===== config.mk =====
export PLATFORM = sky130hd
export DESIGN_NAME = voltage_ref_tempsense_ctrl
export DESIGN_NICKNAME = d
export VERILOG_FILES = /design/src/hw/vref_pkg.sv /design/src/hw/sar_engine.sv /design/src/hw/voltage_ref_tempsense_ctrl.sv
export VERILOG_INCLUDE_DIRS = /design/src /design/src/hw
export SDC_FILE = /design/constraint.sdc
export NUM_CORES = 1
export LEC_CHECK = 0
export ABC_AREA = 1
export BUFFER_PORTS_ARGS = -buffer_cell sky130_fd_sc_hd__clkbuf_2
export CAP_MARGIN = 10
export CORE_UTILIZATION = 55
export CTS_CLUSTER_DIAMETER = 30
export CTS_CLUSTER_SIZE = 40
export DETAILED_ROUTE_END_ITERATION = 16
export PLACE_DENSITY = 0.8
export SLEW_MARGIN = 25
export SYNTH_ARGS = -nofsm -noshare
export SYNTH_HDL_FRONTEND = slang
export SYNTH_SLANG_ARGS = --single-unit

===== constraint.sdc =====
create_clock -name CLK_IN -period 3.59 [get_ports CLK_IN]
set_input_delay 0.718 -clock CLK_IN [delete_from_list [all_inputs] [get_ports CLK_IN]]
set_output_delay 0.718 -clock CLK_IN [all_outputs]
set_load 0.005 [all_outputs]

===== src/hw/vref_defs.svh =====
/*
  register offsets, field positions, reset values and timing counts for the
  reference/temperature control block. assumes an 8-bit register port.
*/
`ifndef VREF_DEFS_SVH
`define VREF_DEFS_SVH

`define VREF_ADDR_CTRL        8'h00
`define VREF_ADDR_RES_HIGH    8'h01
`define VREF_ADDR_RES_LOW     8'h02
`define VREF_ADDR_CONV        8'h03

`define VREF_CTRL_REF_EN      7
`define VREF_CTRL_READY       6
`define VREF_CTRL_TEMP_EN     5
`define VREF_CTRL_TEMP_RANGE  4
`define VREF_CTRL_GAIN_HI     1
`define VREF_CTRL_GAIN_LO     0

`define VREF_CONV_GO          0
`define VREF_CONV_ON          1
`define VREF_CONV_DONE_FLAG   2
`define VREF_CONV_IRQ_EN      3
`define VREF_CONV_RIGHT_JUST  4

`define VREF_GAIN_OFF         2'h0
`define VREF_RESET_BYTE       8'h00

`define VREF_CLK_PERIOD_NS    40
`define VREF_SETTLE_TIME_NS   25000
`define VREF_SETTLE_CYCLES    ((`VREF_SETTLE_TIME_NS + `VREF_CLK_PERIOD_NS - 1) / `VREF_CLK_PERIOD_NS)
`define VREF_RESULT_BITS      10

`endif


===== src/hw/vref_pkg.sv =====
/*
  types shared by the control block and its successive approximation engine.
  assumes vref_defs.svh is compiled alongside.
*/
package vref_pkg;

  typedef enum logic [1:0] {SAR_IDLE, SAR_TRIAL, SAR_DECIDE} sar_state_t;

  typedef struct packed {
    sar_state_t  state;
    logic [9:0]  code;
    logic [3:0]  bit_idx;
    logic        last_bit;
    logic        decided_any;
    logic [9:0]  result;
    logic [9:0]  trial;
    logic        done;
    logic        partial;
    logic        busy;
  } sar_t;

  typedef struct packed {
    logic        ref_en;
    logic        temp_en;
    logic        temp_range;
    logic [1:0]  gain;
    logic [15:0] settle_cnt;
    logic        ready;
    logic        ref_path_on;
    logic        conv_on;
    logic        go;
    logic        done_flag;
    logic        irq_en;
    logic        right_just;
    logic [7:0]  res_high;
    logic [7:0]  res_low;
    logic [7:0]  rd_data;
    logic        irq;
    logic        wake;
    logic        start;
    logic        abort;
  } ctrl_t;

endpackage


===== src/hw/sar_engine.sv =====
/*
  successive approximation sequencer: drives a trial code to the dac and reads
  the comparator one cycle later, msb first. assumes the comparator settles in
  one clock and that start and abort are single-cycle pulses.
*/
`timescale 1ns/100ps
module sar_engine #(
  parameter int BITS = 10
) (
  input  wire logic             clk_in,
  input  wire logic             rst_b_in,
  input  wire logic             start_in,
  input  wire logic             abort_in,
  input  wire logic             comp_in,
  output logic      [BITS-1:0]  trial_out,
  output logic      [BITS-1:0]  result_out,
  output logic                  done_out,
  output logic                  partial_out,
  output logic                  busy_out
);

  vref_pkg::sar_t s_reg;
  vref_pkg::sar_t s_next;

  // undecided bits copy the last decided bit, zero if none decided yet
  function automatic logic [9:0] fill_low(input logic [9:0] code, input logic [3:0] idx, input logic last);
    logic [9:0] r;
    r = code;
    for (int i = 0; i < 10; i++)
    begin
      if (i <= int'(idx))
      begin
        r[i] = last;
      end
    end
    return r;
  endfunction

  always_comb
  begin
    s_next         = s_reg;
    s_next.done    = 1'b0;
    s_next.partial = 1'b0;
    unique case (s_reg.state)
      vref_pkg::SAR_IDLE:
      begin
        if (start_in)
        begin
          s_next.state       = vref_pkg::SAR_TRIAL;
          s_next.code        = 10'h000;
          s_next.bit_idx     = 4'(BITS - 1);
          s_next.decided_any = 1'b0;
          s_next.last_bit    = 1'b0;
          s_next.busy        = 1'b1;
        end
      end
      vref_pkg::SAR_TRIAL:
      begin
        s_next.trial = s_reg.code | (10'h001 << s_reg.bit_idx);
        s_next.state = vref_pkg::SAR_DECIDE;
      end
      vref_pkg::SAR_DECIDE:
      begin
        s_next.code[s_reg.bit_idx] = comp_in;
        s_next.last_bit            = comp_in;
        s_next.decided_any         = 1'b1;
        if (s_reg.bit_idx == 4'h0)
        begin
          s_next.result = s_reg.code | (comp_in ? 10'h001 : 10'h000);
          s_next.done   = 1'b1;
          s_next.busy   = 1'b0;
          s_next.state  = vref_pkg::SAR_IDLE;
        end
        else
        begin
          s_next.bit_idx = s_reg.bit_idx - 4'h1;
          s_next.state   = vref_pkg::SAR_TRIAL;
        end
      end
      default:
      begin
        s_next.state = vref_pkg::SAR_IDLE;
      end
    endcase
    // abort keeps decided bits; the bit under test is dropped
    if (abort_in && s_reg.busy)
    begin
      s_next.result  = fill_low(s_reg.code, s_reg.bit_idx, s_reg.decided_any & s_reg.last_bit);
      s_next.done    = 1'b1;
      s_next.partial = 1'b1;
      s_next.busy    = 1'b0;
      s_next.state   = vref_pkg::SAR_IDLE;
    end
  end

  always_ff @(posedge clk_in or negedge rst_b_in)
  begin
    if (!rst_b_in)
    begin
      s_reg <= '0;
    end
    else
    begin
      s_reg <= s_next;
    end
  end

  assign trial_out   = s_reg.trial;
  assign result_out  = s_reg.result;
  assign done_out    = s_reg.done;
  assign partial_out = s_reg.partial;
  assign busy_out    = s_reg.busy;

endmodule


===== src/hw/voltage_ref_tempsense_ctrl.sv =====
/*
  control and status for the fixed reference, the temperature indicator and a
  10-bit successive approximation converter, reached over a plain register port.
  assumes the analog reference, sensor, dac and comparator sit outside, and that
  software keeps the sensor acquisition waits itself.
*/
//
// Functional notes
// (RULE_01) writing 1 to the reference enable bit turns the reference on, 0 turns it off.
// (RULE_02) the ready flag rises only after the enabled reference has settled and reads 0 otherwise.
// (RULE_03) on the standard-voltage variant the ready flag always reads 1.
// (RULE_04) the gain field means 00 off, 01 1x, 10 2x and 11 4x for the converter reference.
// (RULE_05) the temperature-sense enable bit turns the temperature indicator on or off.
// (RULE_06) the range select bit picks the high sensor range when 1 and the low range when 0.
// (RULE_07) control bits 3 and 2 are unimplemented, read as 0 and ignore writes.
// (RULE_08) every writable control bit is 0 after any reset.
// (RULE_09) software waits 200 us after routing the converter to the sensor before converting.
// (RULE_10) software leaves 200 us between consecutive sensor conversions.
// (RULE_11) the converter makes a 10-bit result by successive approximation into a high and low register.
// (RULE_12) conversion completion can raise an interrupt that also wakes the device from sleep.
// (RULE_13) clearing the enable holds ready at 0 and setting it again restarts the settling wait.
`timescale 1ns/100ps
`include "vref_defs.svh"
module voltage_ref_tempsense_ctrl #(
  parameter bit STANDARD_VARIANT = 1'b0,
  parameter int SETTLE_CYCLES    = `VREF_SETTLE_CYCLES
) (
  input  wire logic        CLK_IN,
  input  wire logic        RST_B_IN,
  input  wire logic [7:0]  ADDR_IN,
  input  wire logic [7:0]  WR_DATA_IN,
  input  wire logic        WR_STB_IN,
  input  wire logic        RD_STB_IN,
  input  wire logic        COMP_IN,
  input  wire logic        SLEEP_IN,
  output logic      [7:0]  RD_DATA_OUT,
  output logic             REF_ENABLE_OUT,
  output logic             REF_PATH_ON_OUT,
  output logic      [1:0]  REF_GAIN_OUT,
  output logic             TEMP_ENABLE_OUT,
  output logic             TEMP_RANGE_HIGH_OUT,
  output logic      [9:0]  DAC_TRIAL_OUT,
  output logic             CONV_BUSY_OUT,
  output logic             CONV_IRQ_OUT,
  output logic             WAKE_OUT
);

  localparam logic [15:0] SETTLE_LAST = 16'(SETTLE_CYCLES - 1);

  vref_pkg::ctrl_t c_reg;
  vref_pkg::ctrl_t c_next;

  logic [9:0] sar_result;
  logic       sar_done;
  logic       sar_partial;
  logic       sar_busy;

  function automatic logic [7:0] ctrl_image(input vref_pkg::ctrl_t c);
    logic [7:0] v;
    v                               = `VREF_RESET_BYTE;
    v[`VREF_CTRL_REF_EN]            = c.ref_en;
    v[`VREF_CTRL_READY]             = STANDARD_VARIANT ? 1'b1 : c.ready; // RULE_03
    v[`VREF_CTRL_TEMP_EN]           = c.temp_en;
    v[`VREF_CTRL_TEMP_RANGE]        = c.temp_range;
    v[`VREF_CTRL_GAIN_HI:`VREF_CTRL_GAIN_LO] = c.gain;
    return v; // RULE_07
  endfunction

  function automatic logic [7:0] conv_image(input vref_pkg::ctrl_t c, input logic busy);
    logic [7:0] v;
    v                        = `VREF_RESET_BYTE;
    v[`VREF_CONV_GO]         = c.go | busy;
    v[`VREF_CONV_ON]         = c.conv_on;
    v[`VREF_CONV_DONE_FLAG]  = c.done_flag;
    v[`VREF_CONV_IRQ_EN]     = c.irq_en;
    v[`VREF_CONV_RIGHT_JUST] = c.right_just;
    return v;
  endfunction

  always_comb
  begin
    c_next       = c_reg;
    c_next.start = 1'b0;
    c_next.abort = 1'b0;

    // register writes
    if (WR_STB_IN)
    begin
      unique case (ADDR_IN)
        `VREF_ADDR_CTRL:
        begin
          c_next.ref_en     = WR_DATA_IN[`VREF_CTRL_REF_EN]; // RULE_01
          c_next.temp_en    = WR_DATA_IN[`VREF_CTRL_TEMP_EN]; // RULE_05
          c_next.temp_range = WR_DATA_IN[`VREF_CTRL_TEMP_RANGE]; // RULE_06
          c_next.gain       = WR_DATA_IN[`VREF_CTRL_GAIN_HI:`VREF_CTRL_GAIN_LO];
        end
        `VREF_ADDR_CONV:
        begin
          c_next.conv_on    = WR_DATA_IN[`VREF_CONV_ON];
          c_next.irq_en     = WR_DATA_IN[`VREF_CONV_IRQ_EN];
          c_next.right_just = WR_DATA_IN[`VREF_CONV_RIGHT_JUST];
          if (!WR_DATA_IN[`VREF_CONV_DONE_FLAG])
          begin
            c_next.done_flag = 1'b0;
          end
          // go needs the converter already on; a go in the same write as on is ignored
          if (WR_DATA_IN[`VREF_CONV_GO] && c_reg.conv_on && !c_reg.go && !sar_busy)
          begin
            c_next.go    = 1'b1;
            c_next.start = 1'b1;
          end
          else if (!WR_DATA_IN[`VREF_CONV_GO] && (c_reg.go || sar_busy))
          begin
            c_next.go    = 1'b0;
            c_next.abort = 1'b1;
          end
          if (!WR_DATA_IN[`VREF_CONV_ON] && (c_reg.go || sar_busy))
          begin
            c_next.go    = 1'b0;
            c_next.abort = 1'b1;
          end
        end
        default:
        begin
        end
      endcase
    end

    // settling: counter restarts from zero on every off-to-on change
    if (!c_reg.ref_en)
    begin
      c_next.settle_cnt = 16'h0000; // RULE_13
      c_next.ready      = 1'b0; // RULE_13
    end
    else if (!c_reg.ready)
    begin
      if (c_reg.settle_cnt >= SETTLE_LAST)
      begin
        c_next.ready = 1'b1; // RULE_02
      end
      else
      begin
        c_next.settle_cnt = c_reg.settle_cnt + 16'h0001; // RULE_02
      end
    end
    if (!c_next.ref_en)
    begin
      c_next.ready = 1'b0; // RULE_02
    end

    // reference path to the converter only when enabled and gain not off
    c_next.ref_path_on = c_next.ref_en && (c_next.gain != `VREF_GAIN_OFF); // RULE_04

    // completion: results land for finished and aborted conversions alike
    if (sar_done)
    begin
      if (c_reg.right_just)
      begin
        c_next.res_high = {6'h00, sar_result[9:8]}; // RULE_11
        c_next.res_low  = sar_result[7:0]; // RULE_11
      end
      else
      begin
        c_next.res_high = sar_result[9:2]; // RULE_11
        c_next.res_low  = {sar_result[1:0], 6'h00}; // RULE_11
      end
      c_next.go = 1'b0;
      if (!sar_partial)
      begin
        c_next.done_flag = 1'b1; // RULE_12
      end
    end

    // interrupt and wake follow the sticky flag; wake only while asleep
    c_next.irq  = c_next.done_flag && c_next.irq_en; // RULE_12
    c_next.wake = c_next.done_flag && c_next.irq_en && SLEEP_IN; // RULE_12

    // read data stand in the cycle after the strobe only
    c_next.rd_data = `VREF_RESET_BYTE;
    if (RD_STB_IN)
    begin
      unique case (ADDR_IN)
        `VREF_ADDR_CTRL:
        begin
          c_next.rd_data = ctrl_image(c_reg);
        end
        `VREF_ADDR_RES_HIGH:
        begin
          c_next.rd_data = c_reg.res_high;
        end
        `VREF_ADDR_RES_LOW:
        begin
          c_next.rd_data = c_reg.res_low;
        end
        `VREF_ADDR_CONV:
        begin
          c_next.rd_data = conv_image(c_reg, sar_busy);
        end
        default:
        begin
          c_next.rd_data = `VREF_RESET_BYTE;
        end
      endcase
    end
  end

  always_ff @(posedge CLK_IN or negedge RST_B_IN)
  begin
    if (!RST_B_IN)
    begin
      c_reg <= '0; // RULE_08
    end
    else
    begin
      c_reg <= c_next;
    end
  end

  sar_engine #(
    .BITS (`VREF_RESULT_BITS)
  ) u_sar (
    .clk_in      (CLK_IN),
    .rst_b_in    (RST_B_IN),
    .start_in    (c_reg.start),
    .abort_in    (c_reg.abort),
    .comp_in     (COMP_IN),
    .trial_out   (DAC_TRIAL_OUT),
    .result_out  (sar_result),
    .done_out    (sar_done),
    .partial_out (sar_partial),
    .busy_out    (sar_busy)
  ); // RULE_11

  assign RD_DATA_OUT         = c_reg.rd_data;
  assign REF_ENABLE_OUT      = c_reg.ref_en;
  assign REF_PATH_ON_OUT     = c_reg.ref_path_on;
  assign REF_GAIN_OUT        = c_reg.gain;
  assign TEMP_ENABLE_OUT     = c_reg.temp_en;
  assign TEMP_RANGE_HIGH_OUT = c_reg.temp_range;
  assign CONV_BUSY_OUT       = sar_busy;
  assign CONV_IRQ_OUT        = c_reg.irq;
  assign WAKE_OUT            = c_reg.wake;

endmodule


After elaboration in Yosys (flattened, before gate mapping)
Cells that the tools add are included.

Flip-flop bits (word level): 97. Input bits: 22. Output and inout port bits: 27.

Add/sub/neg operators: 2. Bitwise gates (word level): 4. Reduce and logical (&&, ||, !) cells: 34. Multiplexer cells: 52. Shifts and indexed selects: 1. Eq/ne operators: 11. Order comparisons: 12.

Operators by type and width (count): $mux W17 (2); $mux W16 (2); $pmux W16 S2 (1); $pmux W8 S4 (1); $mux W10 (3); $mux W1 (27); $or A10 B10 Y10 (2); $mux W18 (1); $add A16 B1 Y16 const B (1); $eq A8 B2 Y1 const B (2); $ge A16 B10 Y1 const B (1); $le A3 B4 Y1 const A (4); $mux W4 (3); $reduce_bool A2 Y1 (6); $bwmux W10 (1); $logic_and A1 B1 Y1 (10); $mux W5 (2); $reduce_and A2 Y1 (5); $shl A1 B4 Y10 const A (1); $reduce_and A3 Y1 (3); $eq A8 B1 Y1 const B (1); $le A2 B4 Y1 const A (2); $le A4 B4 Y1 const A (2); $logic_not A8 Y1 (1); other kinds (23) (32).

Longest topological paths before layout
Word-level depth: 11. Depth in mapped cells: 9. Mapped depth without buffers: 9.

Hierarchy
A second synthesis with hierarchy kept.

Cell total of the unflattened synthesis: 611. Area total of the unflattened synthesis: 4934.7 um^2.

By module, submodules not included: voltage_ref_tempsense_ctrl (sequential area each 1401.3 um^2, area an instance 2772.7 um^2, instances 1, cells each 340); sar_engine (sequential area each 1026.0 um^2, area an instance 2162.1 um^2, instances 1, cells each 271).

Worst setup path before layout
No wires, ideal clock.

Path kind: in2reg. From: in ADDR_IN[7]. To: reg c_reg[31] (netlist name). Buffers on the path: 0. Library setup time: 126 ps. Stages: 6. Setup slack: 1984 ps. Arrival time: 1480 ps. Cells stage by stage: nor2_1 -> nand2_2 -> nor2_4 -> nand2_1 -> o21ai_0 -> a21oi_1.

Word-level cells in the longest chain between the ends: 3.

Ends and longest elaborated chain: from (decl) (line voltage_ref_tempsense_ctrl.sv:30) `input wire logic [7:0] ADDR_IN,`; $eq A8 B2 Y1 (line voltage_ref_tempsense_ctrl.sv:89) `unique case (ADDR_IN)`; $reduce_bool A2 Y1 (no line); $reduce_and A3 Y1 (no line); to (signal assigned) (line voltage_ref_tempsense_ctrl.sv:215) `c_reg <= c_next;`; to (decl) (line voltage_ref_tempsense_ctrl.sv:50) `vref_pkg::ctrl_t c_reg;`.

No other way between the ends. A chain may end at the register's enable or synchronous reset.

Worst setup path after layout
From: reg u_sar.s_reg[25] (netlist name). To: reg u_sar.s_reg (netlist bit u_sar.result_out[1]).

Word-level cells in the longest chain between the ends: 3.

Ends and longest elaborated chain: from (decl) (line sar_engine.sv:22) `vref_pkg::sar_t s_reg;`; from (signal assigned) (line sar_engine.sv:104) `s_reg <= s_next;`; $le A1 B4 Y1 or $logic_not A4 Y1 (tied branches) (line sar_engine.sv:31, sar_engine.sv:67); $mux W1 or $reduce_bool A2 Y1 (tied branches); $mux W10 or $reduce_and A2 Y1 (tied branches).

Several ways; a longest one is shown, not always the timed one.

==> flow_summary.yaml <==
status:
  status: "finished clean"
sta:
  setup_viol: 0
  clock_skew_ns: 0.005230
  fmax_mhz: 522.4
  rsz0062_at_grt: "no"
  worst_slew_pin_slew_ns: 0.9042
  finalMaxSlewViolations: 0
  final_hold_viol_count: 0
  fin_crit_ns: 1.914
  holdWs_ns: 0.4509
  setup_tns_ns: 0
  max_slew_margin_pct: 39.72
  finalCritPeriodShare_pct: 53.33
finish:
  nFillCells: 716
  num_antenna_cells: 0
  drive_gt1_share_pct: 14.48
  nets: 620
  largest_register_ffs: 40
  fin_cells: 699
  syn_to_final_growth_pct: 7.815
  multi_input_area_sq_um: 1800
  register_area_sq_um: 2427
global_route:
  grt_usage_pct: 23.43
  grt_first_pass_wirelength_microns: 16080
  grt_start_max_net_pins: 74
  antenna_found_initial: 0
  grt_pass1_vias: 3499
  grt_remaining_overflow: 0
place:
  placedCellCount: 683
  hpwl_microns: 6818
  gp_congestion: 0.8678
  port_buffers: 47
clock_tree:
  htreeDepth: 3
  cts-root-buf: "clkbuf_8"
  clockBufferDepth: 2
  cts.clk_slew.worst_paths_ns: 0.09
  post_cts_buffers: 0
  cts_made_buffers: 9
  holdBufCountCts: 0
  insertion_delay_ns: 0.36
  clock_sinks: 97
  post_cts_resized: 0
  cts_tree: "built"
floorplan:
  die_y_microns: 94.51
  die-area_sq_um: 8932
  core_area_sq_um: 8258
  start_util_pct: 57.00
  die_w_microns: 94.51
  num_io_pins: 49
  fp-row-count: 33
routing:
  ant_nets: 0
  avgRoutedWirePerCell_microns: 13.45
  viasPerCell: 5.312
  drt-total-wl_microns: 9403
  drtPass1Iterations: 4
  drc: 0
  drt-initial-drc-count: 201
  vias: 3713
synth:
  ys.warnings.count: 0
  seq_area_frac_synth_pct: 51.57
  yosysTopAreaCellShare_pct: 51.57
  synth.area.top_cells: "dfrtp_1, nand2_1, o21ai_0"
  syn_inst: 557
  synth_top_area_cell: "dfrtp_1"
  synth_seq_cells: 97
  syn_nets: 588
  synth_area_sq_um: 4707
  ys_types: 36
  syn_avg_cell_area_sq_um: 8.451
critical_path:
  cp-end-kind: "register"
  reg2regPathDepth: 7
  cp.arrival_ns: 2.16
  required_ns: 3.84
  critPathMaxFanout: 19
  r2r_slack_ns: 1.68
  r2r-end: "u_sar.result_out[1]"
  startpoint_type: "register"
  rr_startpoint: "u_sar.s_reg[25]"
  criticalPathCategory: "reg2reg"
pwr:
  pwr_density_cell_nw_per_um2: 401.0
  max-vdd-ir-drop_mv: 0.2008
  p_leak_nw: 2.634
worst_hold_path:
  hp-class: "in2async"
flow_run:
  drv_cap: 0
[where the power goes]
part / total (W) / switching (W) / internal (W)
sequential: 0.00116 / 0.0000340 / 0.00113
combinational: 0.000189 / 0.000129 / 0.0000599
clock: 0.000683 / 0.000372 / 0.000310
[per-layer routing]
metal / global-route usage [%] / up-vias / wire [microns]
li1: - / 1845 / -
met1: 32.25 / 1752 / 4391
met2: 37.08 / 101 / 4327
met3: 3.865 / 15 / 501
met4: 9.722 / 0 / 183
met5: 0 / - / 0
[through the flow]
| stage | setup slack [ns] | total power (W) | util (%) | instance area [sq um] |
|---|---|---|---|---|
| 3_5_place_dp | 1.671 | 0.001375 | 59.12 | 4882 |
| 3_3_place_gp | 1.751 | 0.001359 | 59.12 | 4882 |
| 5_1_grt | 1.510 | 0.002134 | 61.45 | 5075 |
| 2_1_floorplan | 1.984 | 0.001303 | - | 4707 |
| 6_report | 1.676 | 0.002035 | 61.45 | 5075 |
| 4_1_cts | 1.687 | 0.002056 | 61.45 | 5075 |
[synthesized netlist by cell type (all sizes together)]
cell    number
inv         70
ha           9
o211ai       7
nor2        58
a31oi        3
a21oi       19
or2          2
a22o         2
nand4        7
nand2      136
clkbuf       2
nor3         3
nand3       46
o32ai        1
nor3b        1
dfrtp       97
nand3b       1
o22ai        5
buf         26
o221ai       3
o21bai       1
clkinv       2
o21ai       56
[worst max-delay path by stage]
stage,to,start,slack [ns],depth (start not counted)
floorplan,c_reg[31],ADDR_IN[7],1.98,6
CTS,u_sar.result_out[1],u_sar.s_reg[25],1.69,7
global placement,u_sar.result_out[1],u_sar.s_reg[25],1.75,7
detailed placement,c_reg[31],ADDR_IN[7],1.67,7
global route,u_sar.result_out[1],u_sar.s_reg[25],1.51,7
finish,u_sar.result_out[1],u_sar.s_reg[25],1.68,7
[cells by family (layout without fill, tap and decap cells)]
kind of cell,after synthesis,in the layout,share of synthesized area (%)
adder cells (fa/ha/maj),9,9,2.392
buffers and inverters,100,137,10.18
flip-flops,97,97,51.57
AO/OA/AOI/OAI,97,97,11.78
AND/OR/NAND/NOR,254,254,24.08
[cell type report]
class / instances / share of cell area (%)
Inverter: 72 / 5.325
Clock inverter: 3 / 0.4684
Multi-Input combinational cell: 360 / 35.48
Clock buffer: 13 / 3.328
Sequential cell: 97 / 47.83
Timing Repair Buffer: 49 / 4.980
Tap cell: 105 / 2.589
[critical path, stage by stage (launching register included)]
cell	delay, ns
dfrtp_1	0.43
inv_1	0.21
ha_1	0.34
nand2_4	0.11
o21ai_4	0.37
inv_1	0.14
nand2_1	0.11
o211ai_2	0.08
[cells in the final DEF, fill, tap and decap left out, types with 2 or more instances in the layout]
master      count
nand2_1       129
dfrtp_1        97
inv_1          66
nor2_1         54
o21ai_0        50
clkbuf_2       46
nand3_1        45
a21oi_1        19
clkbuf_8       12
ha_1            9
nand4_1         7
o211ai_1        6
nand2_2         5
o21ai_1         5
o22ai_1         5
inv_2           4
a31oi_1         3
o221ai_1        3
buf_4           3
clkinv_1        2
nor2_4          2
or2_2           2
nor3_4          2
nand2_4         2
a22o_1          2
clkinvlp_4      2
Note: power is estimated with default switching activity, not from simulation.
